### src/include/vsrb_pkg.sv
package vsrb_pkg;
  localparam logic [3:0] VSRB_OFS_SETPOINT_ZERO = 4'h0;
  localparam logic [3:0] VSRB_OFS_SETPOINT_ONE  = 4'h1;
  localparam logic [3:0] VSRB_OFS_RSVD_TWO      = 4'h2;
  localparam logic [3:0] VSRB_OFS_RSVD_THREE    = 4'h3;
  localparam logic [3:0] VSRB_OFS_PULLDOWN      = 4'h4;
  localparam logic [3:0] VSRB_OFS_THERMAL       = 4'h5;
  localparam logic [3:0] VSRB_OFS_SLEW          = 4'h6;
  localparam logic [3:0] VSRB_OFS_RSVD_SEVEN    = 4'h7;
  localparam logic [3:0] VSRB_OFS_PART_ID       = 4'h8;
  localparam logic [3:0] VSRB_OFS_PART_ID_ALT   = 4'h9;
  localparam int         VSRB_MODE_BIT          = 7;
  localparam int         VSRB_CODE_MSB          = 6;
  localparam logic [7:0] VSRB_RST_SP0_A         = 8'h46;
  localparam logic [7:0] VSRB_RST_SP0_B         = 8'h2e;
  localparam logic [7:0] VSRB_RST_SP1_A         = 8'h42;
  localparam logic [7:0] VSRB_RST_SP1_B         = 8'h5a;
  localparam logic [7:0] VSRB_RST_PULLDOWN      = 8'hc0;
  localparam logic [7:0] VSRB_MSK_PULLDOWN      = 8'hc0;
  localparam logic [7:0] VSRB_RST_THERMAL       = 8'h00;
  localparam logic [7:0] VSRB_MSK_THERMAL_WR    = 8'h04;
  localparam logic [7:0] VSRB_RST_SLEW          = 8'h00;
  localparam logic [7:0] VSRB_MSK_SLEW          = 8'he6;
  // Identification value is arbitrary.
  localparam logic [7:0] VSRB_PART_ID_A         = 8'h5a;
  // Identification value is arbitrary.
  localparam logic [7:0] VSRB_PART_ID_B         = 8'h5b;
  localparam int         VSRB_MV_STEP           = 10;
  localparam int         VSRB_MV_BASE           = 500;
endpackage : vsrb_pkg

### src/include/vsrb_sel_if.sv
`timescale 1ns/1ns
interface vsrb_sel_if;
  logic       select;
  logic [7:0] sp_zero;
  logic [7:0] sp_one;
  logic       forced_pw;
  logic [6:0] code;
  modport bank (output select, output sp_zero, output sp_one,
                input forced_pw, input code);
  modport mux  (input select, input sp_zero, input sp_one,
                output forced_pw, output code);
endinterface : vsrb_sel_if

### src/hw/vsrb_setpoint_mux.sv
`timescale 1ns/1ns
module vsrb_setpoint_mux
  import vsrb_pkg::*;
(
  vsrb_sel_if.mux sel
);
  wire [7:0] active_sp;
  assign active_sp = sel.select ? sel.sp_one : sel.sp_zero;
  assign sel.forced_pw = active_sp[VSRB_MODE_BIT];
  assign sel.code      = active_sp[VSRB_CODE_MSB:0];
endmodule : vsrb_setpoint_mux

### src/hw/vsrb_bank.sv
`timescale 1ns/1ns
// Notes on behaviour
// - A low select input applies mode and code of setpoint_zero.
// - Bit 7 of a setpoint picks forced pulse width when 1, auto when 0.
// - Bits 6..0 are a code; output is code times 10 mV plus 500 mV.
// - The first variant resets setpoint_zero to 0x46.
// - The second variant resets setpoint_zero to 0x2e.
// - A high select input applies setpoint_one, laid out the same way.
module vsrb_bank
  import vsrb_pkg::*;
#(
  parameter bit VARIANT_B = 1'b0
) (
  input  wire logic       i_ref_clk,
  input  wire logic       i_reset_n,
  input  wire logic       i_setpoint_select_input,
  input  wire logic       i_wr_en,
  input  wire logic       i_rd_en,
  input  wire logic [3:0] i_addr,
  input  wire logic [7:0] i_wdata,
  input  wire logic       i_junction_early_warning,
  input  wire logic       i_junction_shutdown_flag,
  output logic      [7:0] o_rdata,
  output logic            o_forced_pulse_width,
  output logic      [6:0] o_voltage_code,
  output logic      [10:0] o_target_mv,
  output logic            o_enable_pin_pulldown,
  output logic            o_select_pin_pulldown,
  output logic            o_thermal_shutdown_disable,
  output logic      [2:0] o_slew_rate_code,
  output logic            o_output_discharge_enable,
  output logic            o_slew_in_light_load
);
  localparam logic [7:0] SP0_RST = VARIANT_B ? VSRB_RST_SP0_B
                                             : VSRB_RST_SP0_A;
  localparam logic [7:0] SP1_RST = VARIANT_B ? VSRB_RST_SP1_B
                                             : VSRB_RST_SP1_A;
  localparam logic [7:0] ID_VAL  = VARIANT_B ? VSRB_PART_ID_B
                                             : VSRB_PART_ID_A;
  localparam logic [10:0] MV_STEP = 11'(VSRB_MV_STEP);
  localparam logic [10:0] MV_BASE = 11'(VSRB_MV_BASE);
  localparam logic [10:0] MV_TOP  = MV_BASE + 11'h07f * MV_STEP;

  logic [1:0] rst_sync_ff;
  logic       rst_n;
  logic [1:0] sel_sync_ff;
  logic [1:0] tw_sync_ff;
  logic [1:0] ts_sync_ff;
  logic [7:0] setpoint_zero_ff;
  logic [7:0] setpoint_one_ff;
  logic [7:0] pulldown_control_ff;
  logic [7:0] thermal_control_ff;
  logic [7:0] slew_control_ff;

  always_ff @(posedge i_ref_clk or negedge i_reset_n) begin
    if (!i_reset_n) rst_sync_ff <= 2'b00;
    else rst_sync_ff <= {rst_sync_ff[0], 1'b1};
  end
  assign rst_n = rst_sync_ff[1];

  // Checks start one edge after the internal reset lifts, because the
  // registered outputs still show reset values on that first edge.
  logic chk_live_ff;
  always_ff @(posedge i_ref_clk or negedge rst_n) begin
    if (!rst_n) chk_live_ff <= 1'b0;
    else chk_live_ff <= 1'b1;
  end

  // Pins are asynchronous to the clock, so all pass two flops first.
  always_ff @(posedge i_ref_clk or negedge rst_n) begin
    if (!rst_n) begin
      sel_sync_ff <= 2'b00;
      tw_sync_ff  <= 2'b00;
      ts_sync_ff  <= 2'b00;
    end else begin
      sel_sync_ff <= {sel_sync_ff[0], i_setpoint_select_input};
      tw_sync_ff  <= {tw_sync_ff[0], i_junction_early_warning};
      ts_sync_ff  <= {ts_sync_ff[0], i_junction_shutdown_flag};
    end
  end

  wire wr_sp0  = i_wr_en && (i_addr == VSRB_OFS_SETPOINT_ZERO);
  wire wr_sp1  = i_wr_en && (i_addr == VSRB_OFS_SETPOINT_ONE);
  wire wr_pd   = i_wr_en && (i_addr == VSRB_OFS_PULLDOWN);
  wire wr_th   = i_wr_en && (i_addr == VSRB_OFS_THERMAL);
  wire wr_slew = i_wr_en && (i_addr == VSRB_OFS_SLEW);
  wire rd_rsvd = i_rd_en && (i_addr == VSRB_OFS_RSVD_TWO
                 || i_addr == VSRB_OFS_RSVD_THREE
                 || i_addr == VSRB_OFS_RSVD_SEVEN);
  // Thermal flags are live status, so only the disable bit is stored.
  wire [7:0] thermal_view = (thermal_control_ff & VSRB_MSK_THERMAL_WR)
                          | {6'h00, tw_sync_ff[1], ts_sync_ff[1]};
  logic [7:0] rd_mux;
  always_comb begin
    case (i_addr)
      VSRB_OFS_SETPOINT_ZERO: rd_mux = setpoint_zero_ff;
      VSRB_OFS_SETPOINT_ONE:  rd_mux = setpoint_one_ff;
      VSRB_OFS_PULLDOWN:      rd_mux = pulldown_control_ff;
      VSRB_OFS_THERMAL:       rd_mux = thermal_view;
      VSRB_OFS_SLEW:          rd_mux = slew_control_ff;
      VSRB_OFS_PART_ID:       rd_mux = ID_VAL;
      VSRB_OFS_PART_ID_ALT:   rd_mux = ID_VAL;
      default:                rd_mux = 8'h00;
    endcase
  end

  always_ff @(posedge i_ref_clk or negedge rst_n) begin
    if (!rst_n) begin
      setpoint_zero_ff    <= SP0_RST;
      setpoint_one_ff     <= SP1_RST;
      pulldown_control_ff <= VSRB_RST_PULLDOWN;
      thermal_control_ff  <= VSRB_RST_THERMAL;
      slew_control_ff     <= VSRB_RST_SLEW;
    end else begin
      if (wr_sp0) setpoint_zero_ff <= i_wdata;
      if (wr_sp1) setpoint_one_ff <= i_wdata;
      if (wr_pd) pulldown_control_ff <= i_wdata & VSRB_MSK_PULLDOWN;
      if (wr_th) thermal_control_ff <= i_wdata & VSRB_MSK_THERMAL_WR;
      if (wr_slew) slew_control_ff <= i_wdata & VSRB_MSK_SLEW;
    end
  end

  vsrb_sel_if sel ();
  assign sel.select  = sel_sync_ff[1];
  assign sel.sp_zero = setpoint_zero_ff;
  assign sel.sp_one  = setpoint_one_ff;
  vsrb_setpoint_mux u_mux (
    .sel (sel)
  );
  wire [10:0] nxt_target_mv = 11'(sel.code) * MV_STEP + MV_BASE;

  always_ff @(posedge i_ref_clk or negedge rst_n) begin
    if (!rst_n) begin
      o_rdata                    <= 8'h00;
      o_forced_pulse_width       <= 1'b0;
      o_voltage_code             <= 7'h00;
      o_target_mv                <= 11'h000;
      o_enable_pin_pulldown      <= 1'b1;
      o_select_pin_pulldown      <= 1'b1;
      o_thermal_shutdown_disable <= 1'b0;
      o_slew_rate_code           <= 3'h0;
      o_output_discharge_enable  <= 1'b0;
      o_slew_in_light_load       <= 1'b0;
    end else begin
      if (i_rd_en) o_rdata <= rd_mux;
      o_forced_pulse_width       <= sel.forced_pw;
      o_voltage_code             <= sel.code;
      o_target_mv                <= nxt_target_mv;
      o_enable_pin_pulldown      <= pulldown_control_ff[7];
      o_select_pin_pulldown      <= pulldown_control_ff[6];
      o_thermal_shutdown_disable <= thermal_control_ff[2];
      o_slew_rate_code           <= slew_control_ff[7:5];
      o_output_discharge_enable  <= slew_control_ff[2];
      o_slew_in_light_load       <= slew_control_ff[1];
    end
  end
endmodule : vsrb_bank

### config.mk
export PLATFORM = sky130hd
export DESIGN_NAME = vsrb_bank
export DESIGN_NICKNAME = d
export VERILOG_FILES = /design/src/include/vsrb_pkg.sv /design/src/include/vsrb_sel_if.sv /design/src/hw/vsrb_setpoint_mux.sv /design/src/hw/vsrb_bank.sv
export SDC_FILE = /design/constraint.sdc
export NUM_CORES = 1
export LEC_CHECK = 0
export BUFFER_PORTS_ARGS = -buffer_cell sky130_fd_sc_hd__buf_2
export CORE_UTILIZATION = 50
export DETAILED_ROUTE_END_ITERATION = 10
export GPL_TIMING_DRIVEN = 0
export PLACE_DENSITY = 0.73
export SLEW_MARGIN = 40
export SYNTH_ARGS = -nofsm -noshare
export SYNTH_HDL_FRONTEND = slang
export SYNTH_HIERARCHICAL = 1
export SYNTH_SLANG_ARGS = --single-unit
export TNS_END_PERCENT = 30
### constraint.sdc
create_clock -name i_ref_clk -period 4.02 [get_ports i_ref_clk]
set_clock_uncertainty 0.1 [all_clocks]
set_input_delay 0.402 -clock i_ref_clk [delete_from_list [all_inputs] [get_ports i_ref_clk]]
set_output_delay 0.402 -clock i_ref_clk [all_outputs]
set_load 0.1 [all_outputs]
==> key figures, run 1 <==
Outcome
  – Status: completed

Logic synthesis
  – #FFs+latches synth: 65
  – Net count after synthesis: 250
  – Post-Syn Instances: between 200 and 250
  – Largest area contributor in the netlist: dfrtp_1
  – Synth warnings: 6
  – Synth area leaders: dfrtp_1, mux2_2, dfstp_2
  – Mapped Area: about 3000 µm²
  – Post-synth top area share: 47.9%
  – Synth cell types: 50
  – Seq/Total Area, Yosys: between 50% and 60%
  – Synth Area per Inst: around 13 µm²

Critical path
  – Reg2Reg Setup Slack: ~0.96 ns
  – Arrival @ worst endpoint: around 3.2 ns
  – Critical Path Start Type: flip-flop
  – Critical setup path kind: reg -> reg
  – CP Capture Type: flip-flop
  – Worst reg-to-reg path cell count: 9
  – Largest fanout on the critical path: 8
  – WP data required: ~4.1 ns

Pwr
  – PwrDens: roughly 770 nW/µm²
  – Post-layout power: 2.65 mW
  – P_leak: about 1.7 nW
  – Largest vdd supply drop: about 0.58 mV
  – Clk network pwr share: between 10% and 20%
  – Internal cell power: 1.38 mW
  – Gate power share: 49.1%
  – P_sw: 1.28 mW
  – Sw frac: between 40 and 50%
  – Reg power frac: about 34%

STA
  – Final Setup Violations: 0
  – F_max: between 300 and 400 MHz
  – Fin crit period: ~3.1 ns
  – Pins Over Slew Limit: 0
  – Fin Setup TNS: 0 ns
  – Crit share post-route: between 70% and 80%
  – RSZ-0062 raised after global routing: false
  – Endpoints failing hold: 0

Clock network
  – Number of CTS-inserted buffers: 9
  – Clk slew on worst S/H paths: about 0.07 ns
  – Clock Path Buffers: 2
  – Clock Sinks: 65
  – Post-CTS Setup Repair Bufs: 0
  – CTS root buffer: clkbuf_8
  – H-tree levels: 3
  – TritonCTS clock tree: yes
  – Worst-skew pair later-pin latency: 0.34 ns

Routing
  – Via density: roughly 5.4
  – Routed WL: between 5000 and 6000 µm
  – Post-route antenna net violation count: 0
  – Pre-antenna DRT Iters: 4
  – Via count: slightly below 2,000
  – Avg WL per Cell: between 15 and 20 µm
  – # DRC: 0
  – First DRT Iteration DRCs: between 150 and 200

Die
  – Chip width: just under 80 µm
  – Cell row count: 27
  – Die height: ~78 µm
  – Die area: slightly above 6000 µm²
  – Core area: about 5600 µm²
  – Initial Util: between 50 and 60%
  – Top Ports: 54

Placement
  – Port bufs: between 50 and 60
  – Placer congestion estimate: ~0.85
  – DP Wirelength: approximately 4000 µm

Global routing
  – Gr ovfl total: 0
  – Routing usage on met2: a little under a third
  – Met1 Usage GRT: about 28%
  – Antenna violations before repair: 0
  – Layer with the highest usage: met2
  – GRT Overall Usage: about a fifth
  – First-pass GRT wire length: ~9100 µm
  – Vias in the first global route: between 1,500 and 2,000
  – Met3 Resource Use GR: approximately 4.0%
  – Largest net degree at the start of global routing: 36

Layout
  – Layout cells sized above 1: between 40 and 50%
  – Area Growth Syn to Fin: 18.5%
  – N_diodes: 0
  – Nets@finish: roughly 320

Hold path
  – Min-Delay Path Class: in -> reg
  – Worst hold path depth: 1

Flow run
  – Max-cap violations: 0
==> area by class of cell <==
class | instances | area [µm²]
Tap cell | 72 | 90.1
Clock buffer | 12 | 135
Clock inverter | 4 | 22.5
Timing Repair Buffer | 54 | 290
Multi-Input combinational cell | 135 | 1190
Fill cell | 453 | 2110
Buffer | 9 | 58.8
Inverter | 10 | 37.5
Sequential cell | 65 | 1640
==> critical path: stages (launching register included) <==
cell      delay (ns)
dfrtp_1         0.37
buf_6           0.16
mux2_4          0.35
ha_1            0.30
ha_1            0.23
fa_1            0.43
a21o_2          0.25
a211oi_1        0.31
o221ai_1        0.19
xnor3_1         0.23
==> cells in the final DEF, fill, tap and decap left out, types with 6 or more instances in the layout <==
master and count:
buf_2 54, clkbuf_8 9, inv_1 10, o21ai_0 6, dfstp_2 9, mux2_4 8
dfrtp_1 55, ha_1 11, mux2_2 29, nor2_1 7, a21oi_1 7
==> per-stage QoR <==
step | hold WS [ns] | cell area, µm² | utilization (%) | std cells | worst slack [ns]
final | 0.0641 | 3470 | 62.2 | 361 | 0.964
after global routing | 0.0472 | 3470 | 62.2 | 361 | 0.805
after CTS | 0.0479 | 3470 | 62.2 | 361 | 0.962
after detailed placement | 0.0901 | 3300 | 59.2 | 344 | 1.00
after global placement | 0.0868 | 3280 | 58.8 | 343 | 1.04
after floorplan | 0.00641 | 2930 | - | 219 | 1.22
==> flip-flops by register name, summed over array words and instances, names as in the netlist, 3 cells and up <==
| name | flops |
|---|---|
| o_voltage_code | 7 |
| o_rdata | 8 |
| sel.sp_one | 8 |
| o_slew_rate_code | 3 |
| sel.sp_zero | 8 |
| o_target_mv | 9 |
| slew_control_ff | 5 |
==> final timing paths <==
check / from / to
max: sel_sync_ff[1]$_DFF_PN0_ / o_target_mv[9]$_DFF_PN0_
min: i_setpoint_select_input / sel_sync_ff[0]$_DFF_PN0_
max reg2reg: sel_sync_ff[1]$_DFF_PN0_ / o_target_mv[9]$_DFF_PN0_
min reg2reg: rst_sync_ff[1]$_DFF_PN0_ / o_target_mv[2]$_DFF_PN0_
max in group asynchronous: rst_sync_ff[1]$_DFF_PN0_ / sel.sp_zero[6]$_DFFE_PN1P_
min in group asynchronous: rst_sync_ff[1]$_DFF_PN0_ / o_target_mv[2]$_DFF_PN0_
==> cells in the mapped netlist, drive strengths merged <==
master   number
a211o         1
a211oi        4
a21boi        1
a21o          2
a21oi         8
a22o          1
a22oi         2
a2bb2oi       1
a32oi         2
and2          2
and2b         1
and3          4
and3b         1
buf           7
clkbuf        2
conb          2
dfrtp        56
dfstp         9
fa            1
ha           11
inv          10
mux2         37
mux2i         2
nand2         5
nand2b        1
nand3         5
nor2          7
nor2b         2
nor3          4
nor3b         1
nor4          1
o211ai        2
o21ai         6
o21ba         1
o21bai        1
o221a         1
o221ai        1
o22ai         3
o31a          1
o32ai         2
xnor2         5
xnor3         1
xor2          2
==> power by group through the flow <==
stage | registers [mW] | logic, mW | clock network [mW]
global route | 0.910 | 1.38 | 0.500
floorplan | 1.55 | 0.463 | 0
global placement | 0.903 | 1.28 | 0
CTS | 0.893 | 1.31 | 0.471
detailed placement | 0.905 | 1.31 | 0
finish | 0.892 | 1.30 | 0.458
==> cell families after synthesis <==
group,Yosys count,share of synthesized area (%)
compound gates,40,10.1
xor+xnor,8,2.87
fa+ha+maj,12,5.39
buf+inv,19,3.29
flops,65,56.0
mux,39,16.0
other cells,2,0.257
simple gates,34,6.20
==> layer usage <==
metal,vias to the layer above,share of wire [%],wire [µm]
li1,914,-,-
met4,0,2.3,129
met5,-,0,0
met1,960,48,2650
met3,11,3.9,217
met2,49,46,2560
==> timing repair <==
item,in CTS,in global routing
hold buffers,1,0
resized for setup,0,0
endpoints found under the setup margin,0,0
hold endpoints to repair,2,0
Power figures use the tool's default switching activity.
==> run 2, diff against run 1 <==
- clock period: 4.02 -> 3.2 ns (I/O delays scaled with it)
==> key figures, run 2 (same netlist as run 1, synthesis figures left out) <==
STA
  – Crit share post-route: 93.4% (was 76.0%)
  – Pins Over Slew Limit: 0 (unchanged)
  – Endpoints failing hold: 0 (unchanged)
  – WHS: 0.124 ns (was 0.0641 ns)
  – Setup ws final: 0.212 ns (was 0.964 ns)
  – RSZ-0062 raised after global routing: false (unchanged)
  – Final Setup Violations: 0 (unchanged)
  – Fin crit period: 2.99 ns (was 3.06 ns)
  – Fin Setup TNS: 0 ns (unchanged)
  – F_max: 335 MHz (was 327 MHz)

Layout
  – Layout cells sized above 1: 44.2% (was 44.3%)
  – Fin area: 3500 µm² (was 3470 µm²)
  – Max FFs per register: 9 (unchanged)
  – Final core utilization: 62.8% (was 62.2%)
  – N_diodes: 0 (unchanged)
  – Most frequent cells in the layout: dfrtp_1, buf_2, mux2_2 (unchanged)
  – Area Growth Syn to Fin: 19.7% (was 18.5%)
  – Most common cell after layout, fill and taps aside: dfrtp_1 (unchanged)
  – Area of the multi-input gates: 1200 µm² (was 1190 µm²)
  – Fillcell total: 449 (was 453)
  – Register area: 1640 µm² (unchanged)
  – Biggest register: o_target_mv (unchanged)
  – Nets@finish: 318 (was 315)

Clock network
  – Post-CTS Setup Repair Bufs: 0 (unchanged)
  – Clock Path Buffers: 2 (unchanged)
  – CTS root buffer: clkbuf_8 (unchanged)
  – Clk slew on worst S/H paths: 0.07 ns (about the same)
  – Clock Sinks: 65 (unchanged)
  – TritonCTS clock tree: yes (unchanged)
  – Number of CTS-inserted buffers: 9 (unchanged)
  – Worst-skew pair later-pin latency: 0.34 ns (about the same)
  – H-tree levels: 3 (unchanged)

Die
  – Die height: 78.5 µm (unchanged)
  – Top Ports: 54 (unchanged)
  – Die area: 6160 µm² (unchanged)
  – Chip width: 78.5 µm (unchanged)
  – Core area: 5570 µm² (unchanged)
  – Initial Util: 52.5% (unchanged)
  – Cell row count: 27 (unchanged)

Routing
  – Pre-antenna DRT Iters: 4 (unchanged)
  – Avg WL per Cell: 15.3 µm (was 15.4 µm)
  – Via density: 5.34 (was 5.36)
  – First DRT Iteration DRCs: 143 (was 154)
  – Routed WL: 5560 µm (was 5550 µm)
  – Post-route antenna net violation count: 0 (unchanged)
  – # DRC: 0 (unchanged)
  – Via count: 1,943 (was 1,934)

Critical path
  – Max stage delay on crit path: 0.43 ns (about the same)
  – Largest fanout on the critical path: 8 (unchanged)
  – Reg2Reg Setup Slack: 0.21 ns (was 0.96 ns)
  – Critical Path Start Type: flip-flop (unchanged)
  – WP data required: 3.31 ns (was 4.13 ns)
  – Crit-path cells: buf_6 -> mux2_4 -> ha_1 -> ha_1 -> fa_1 -> a21o_2 -> a211oi_2 -> o221ai_1 -> xnor3_1 (was buf_6 -> mux2_4 -> ha_1 -> ha_1 -> fa_1 -> a21o_2 -> a211oi_1 -> o221ai_1 -> xnor3_1)
  – CP Capture Type: flip-flop (unchanged)
  – Critical path's most frequent cell: ha_1 (unchanged)
  – Critical setup path kind: reg -> reg (unchanged)
  – Slowest-stage cell, CP: fa_1 (unchanged)
  – Arrival @ worst endpoint: 3.10 ns (was 3.16 ns)

Pwr
  – PwrDens: 955 nW/µm² (was 765 nW/µm²)
  – P_sw: 1.61 mW (was 1.28 mW)
  – Gate power share: 49.3% (was 49.1%)
  – Clk network pwr share: 17.2% (about the same)
  – Largest vdd supply drop: 0.726 mV (was 0.578 mV)
  – Internal cell power: 1.74 mW (was 1.38 mW)
  – P_leak: 1.68 nW (was 1.67 nW)
  – Reg power frac: 33.5% (was 33.6%)
  – Sw frac: 48.1% (about the same)

Global routing
  – GRT Overall Usage: 20.4% (was 20.3%)
  – Vias in the first global route: 1,879 (was 1,843)
  – Gr ovfl total: 0 (unchanged)
  – Largest net degree at the start of global routing: 36 (unchanged)
  – First-pass GRT wire length: 9190 µm (was 9110 µm)
  – Antenna violations before repair: 0 (unchanged)

Placement
  – Pre-CTS setup slack: 0.181 ns (was 1.00 ns)
  – Post-DP Area: 3300 µm² (unchanged)
  – Placer congestion estimate: 0.851 (unchanged)
  – DP Wirelength: 3970 µm (unchanged)
  – Port bufs: 52 (unchanged)

Outcome
  – Status: completed (unchanged)

Flow run
  – Max-cap violations: 0 (unchanged)

Hold path
  – Min-Delay Path Class: in -> reg (unchanged)
[run 2: per-stage QoR]
step | power, mW | std cells
after floorplan | 2.53 | 219
after global placement | 2.75 | 343
after detailed placement | 2.78 | 344
after CTS | 3.36 | 364
after global routing | 3.51 | 364
final | 3.35 | 364
[run 2: final timing paths]
| kind | to | cells past startpoint | startpoint |
|---|---|---|---|
| min in group asynchronous | rst_sync_ff[0]$_DFF_PN0_ | 2 | i_reset_n |
| min | sel.sp_one[0]$_DFFE_PN0P_ | 2 | i_wdata[0] |
| max | o_target_mv[9]$_DFF_PN0_ | 9 | sel_sync_ff[1]$_DFF_PN0_ |
| max in group asynchronous | sel.sp_one[6]$_DFFE_PN1P_ | 1 | rst_sync_ff[1]$_DFF_PN0_ |
| max reg2reg | o_target_mv[9]$_DFF_PN0_ | 9 | sel_sync_ff[1]$_DFF_PN0_ |
| min reg2reg | o_target_mv[2]$_DFF_PN0_ | 0 | rst_sync_ff[1]$_DFF_PN0_ |
[run 2: routing by layer]
| layer | global-route usage, % | share of wire, % |
|---|---|---|
| met5 | 0 | 0 |
| met4 | 11.1 | 2.3 |
| met3 | 3.95 | 4.3 |
| met2 | 30.8 | 46 |
| met1 | 27.9 | 47 |
[run 2: layout make-up]
cell class | instances | area share, %
Buffer | 9 | 1.68
Clock buffer | 12 | 3.86
Clock inverter | 4 | 0.643
Inverter | 10 | 1.07
Multi-Input combinational cell | 135 | 34.2
Sequential cell | 65 | 46.9
Tap cell | 72 | 2.57
Timing Repair Buffer | 57 | 9.15
[run 2: power groups by stage]
stage | clock, mW | combinational (mW) | sequential [mW]
after floorplan | 0 | 0.581 | 1.95
after global placement | 0 | 1.61 | 1.13
after detailed placement | 0 | 1.64 | 1.14
after CTS | 0.591 | 1.65 | 1.12
after global routing | 0.629 | 1.74 | 1.14
final | 0.575 | 1.65 | 1.12
[run 2: timing repair]
item | CTS | global route
hold buffers | 4 | 0
hold endpoints to repair | 5 | 0
resized for setup | 0 | 1
endpoints found under the setup margin | 0 | 1
[run 2: worst max-delay path, delay by kind of cell (launching register included)]
family / cells / cell delay [ns]
buffers and inverters: 1 / 0.15
flip-flops: 1 / 0.37
adder cells (fa/ha/maj): 3 / 0.96
AO/OA/AOI/OAI: 3 / 0.69
multiplexers: 1 / 0.35
XOR/XNOR: 1 / 0.23
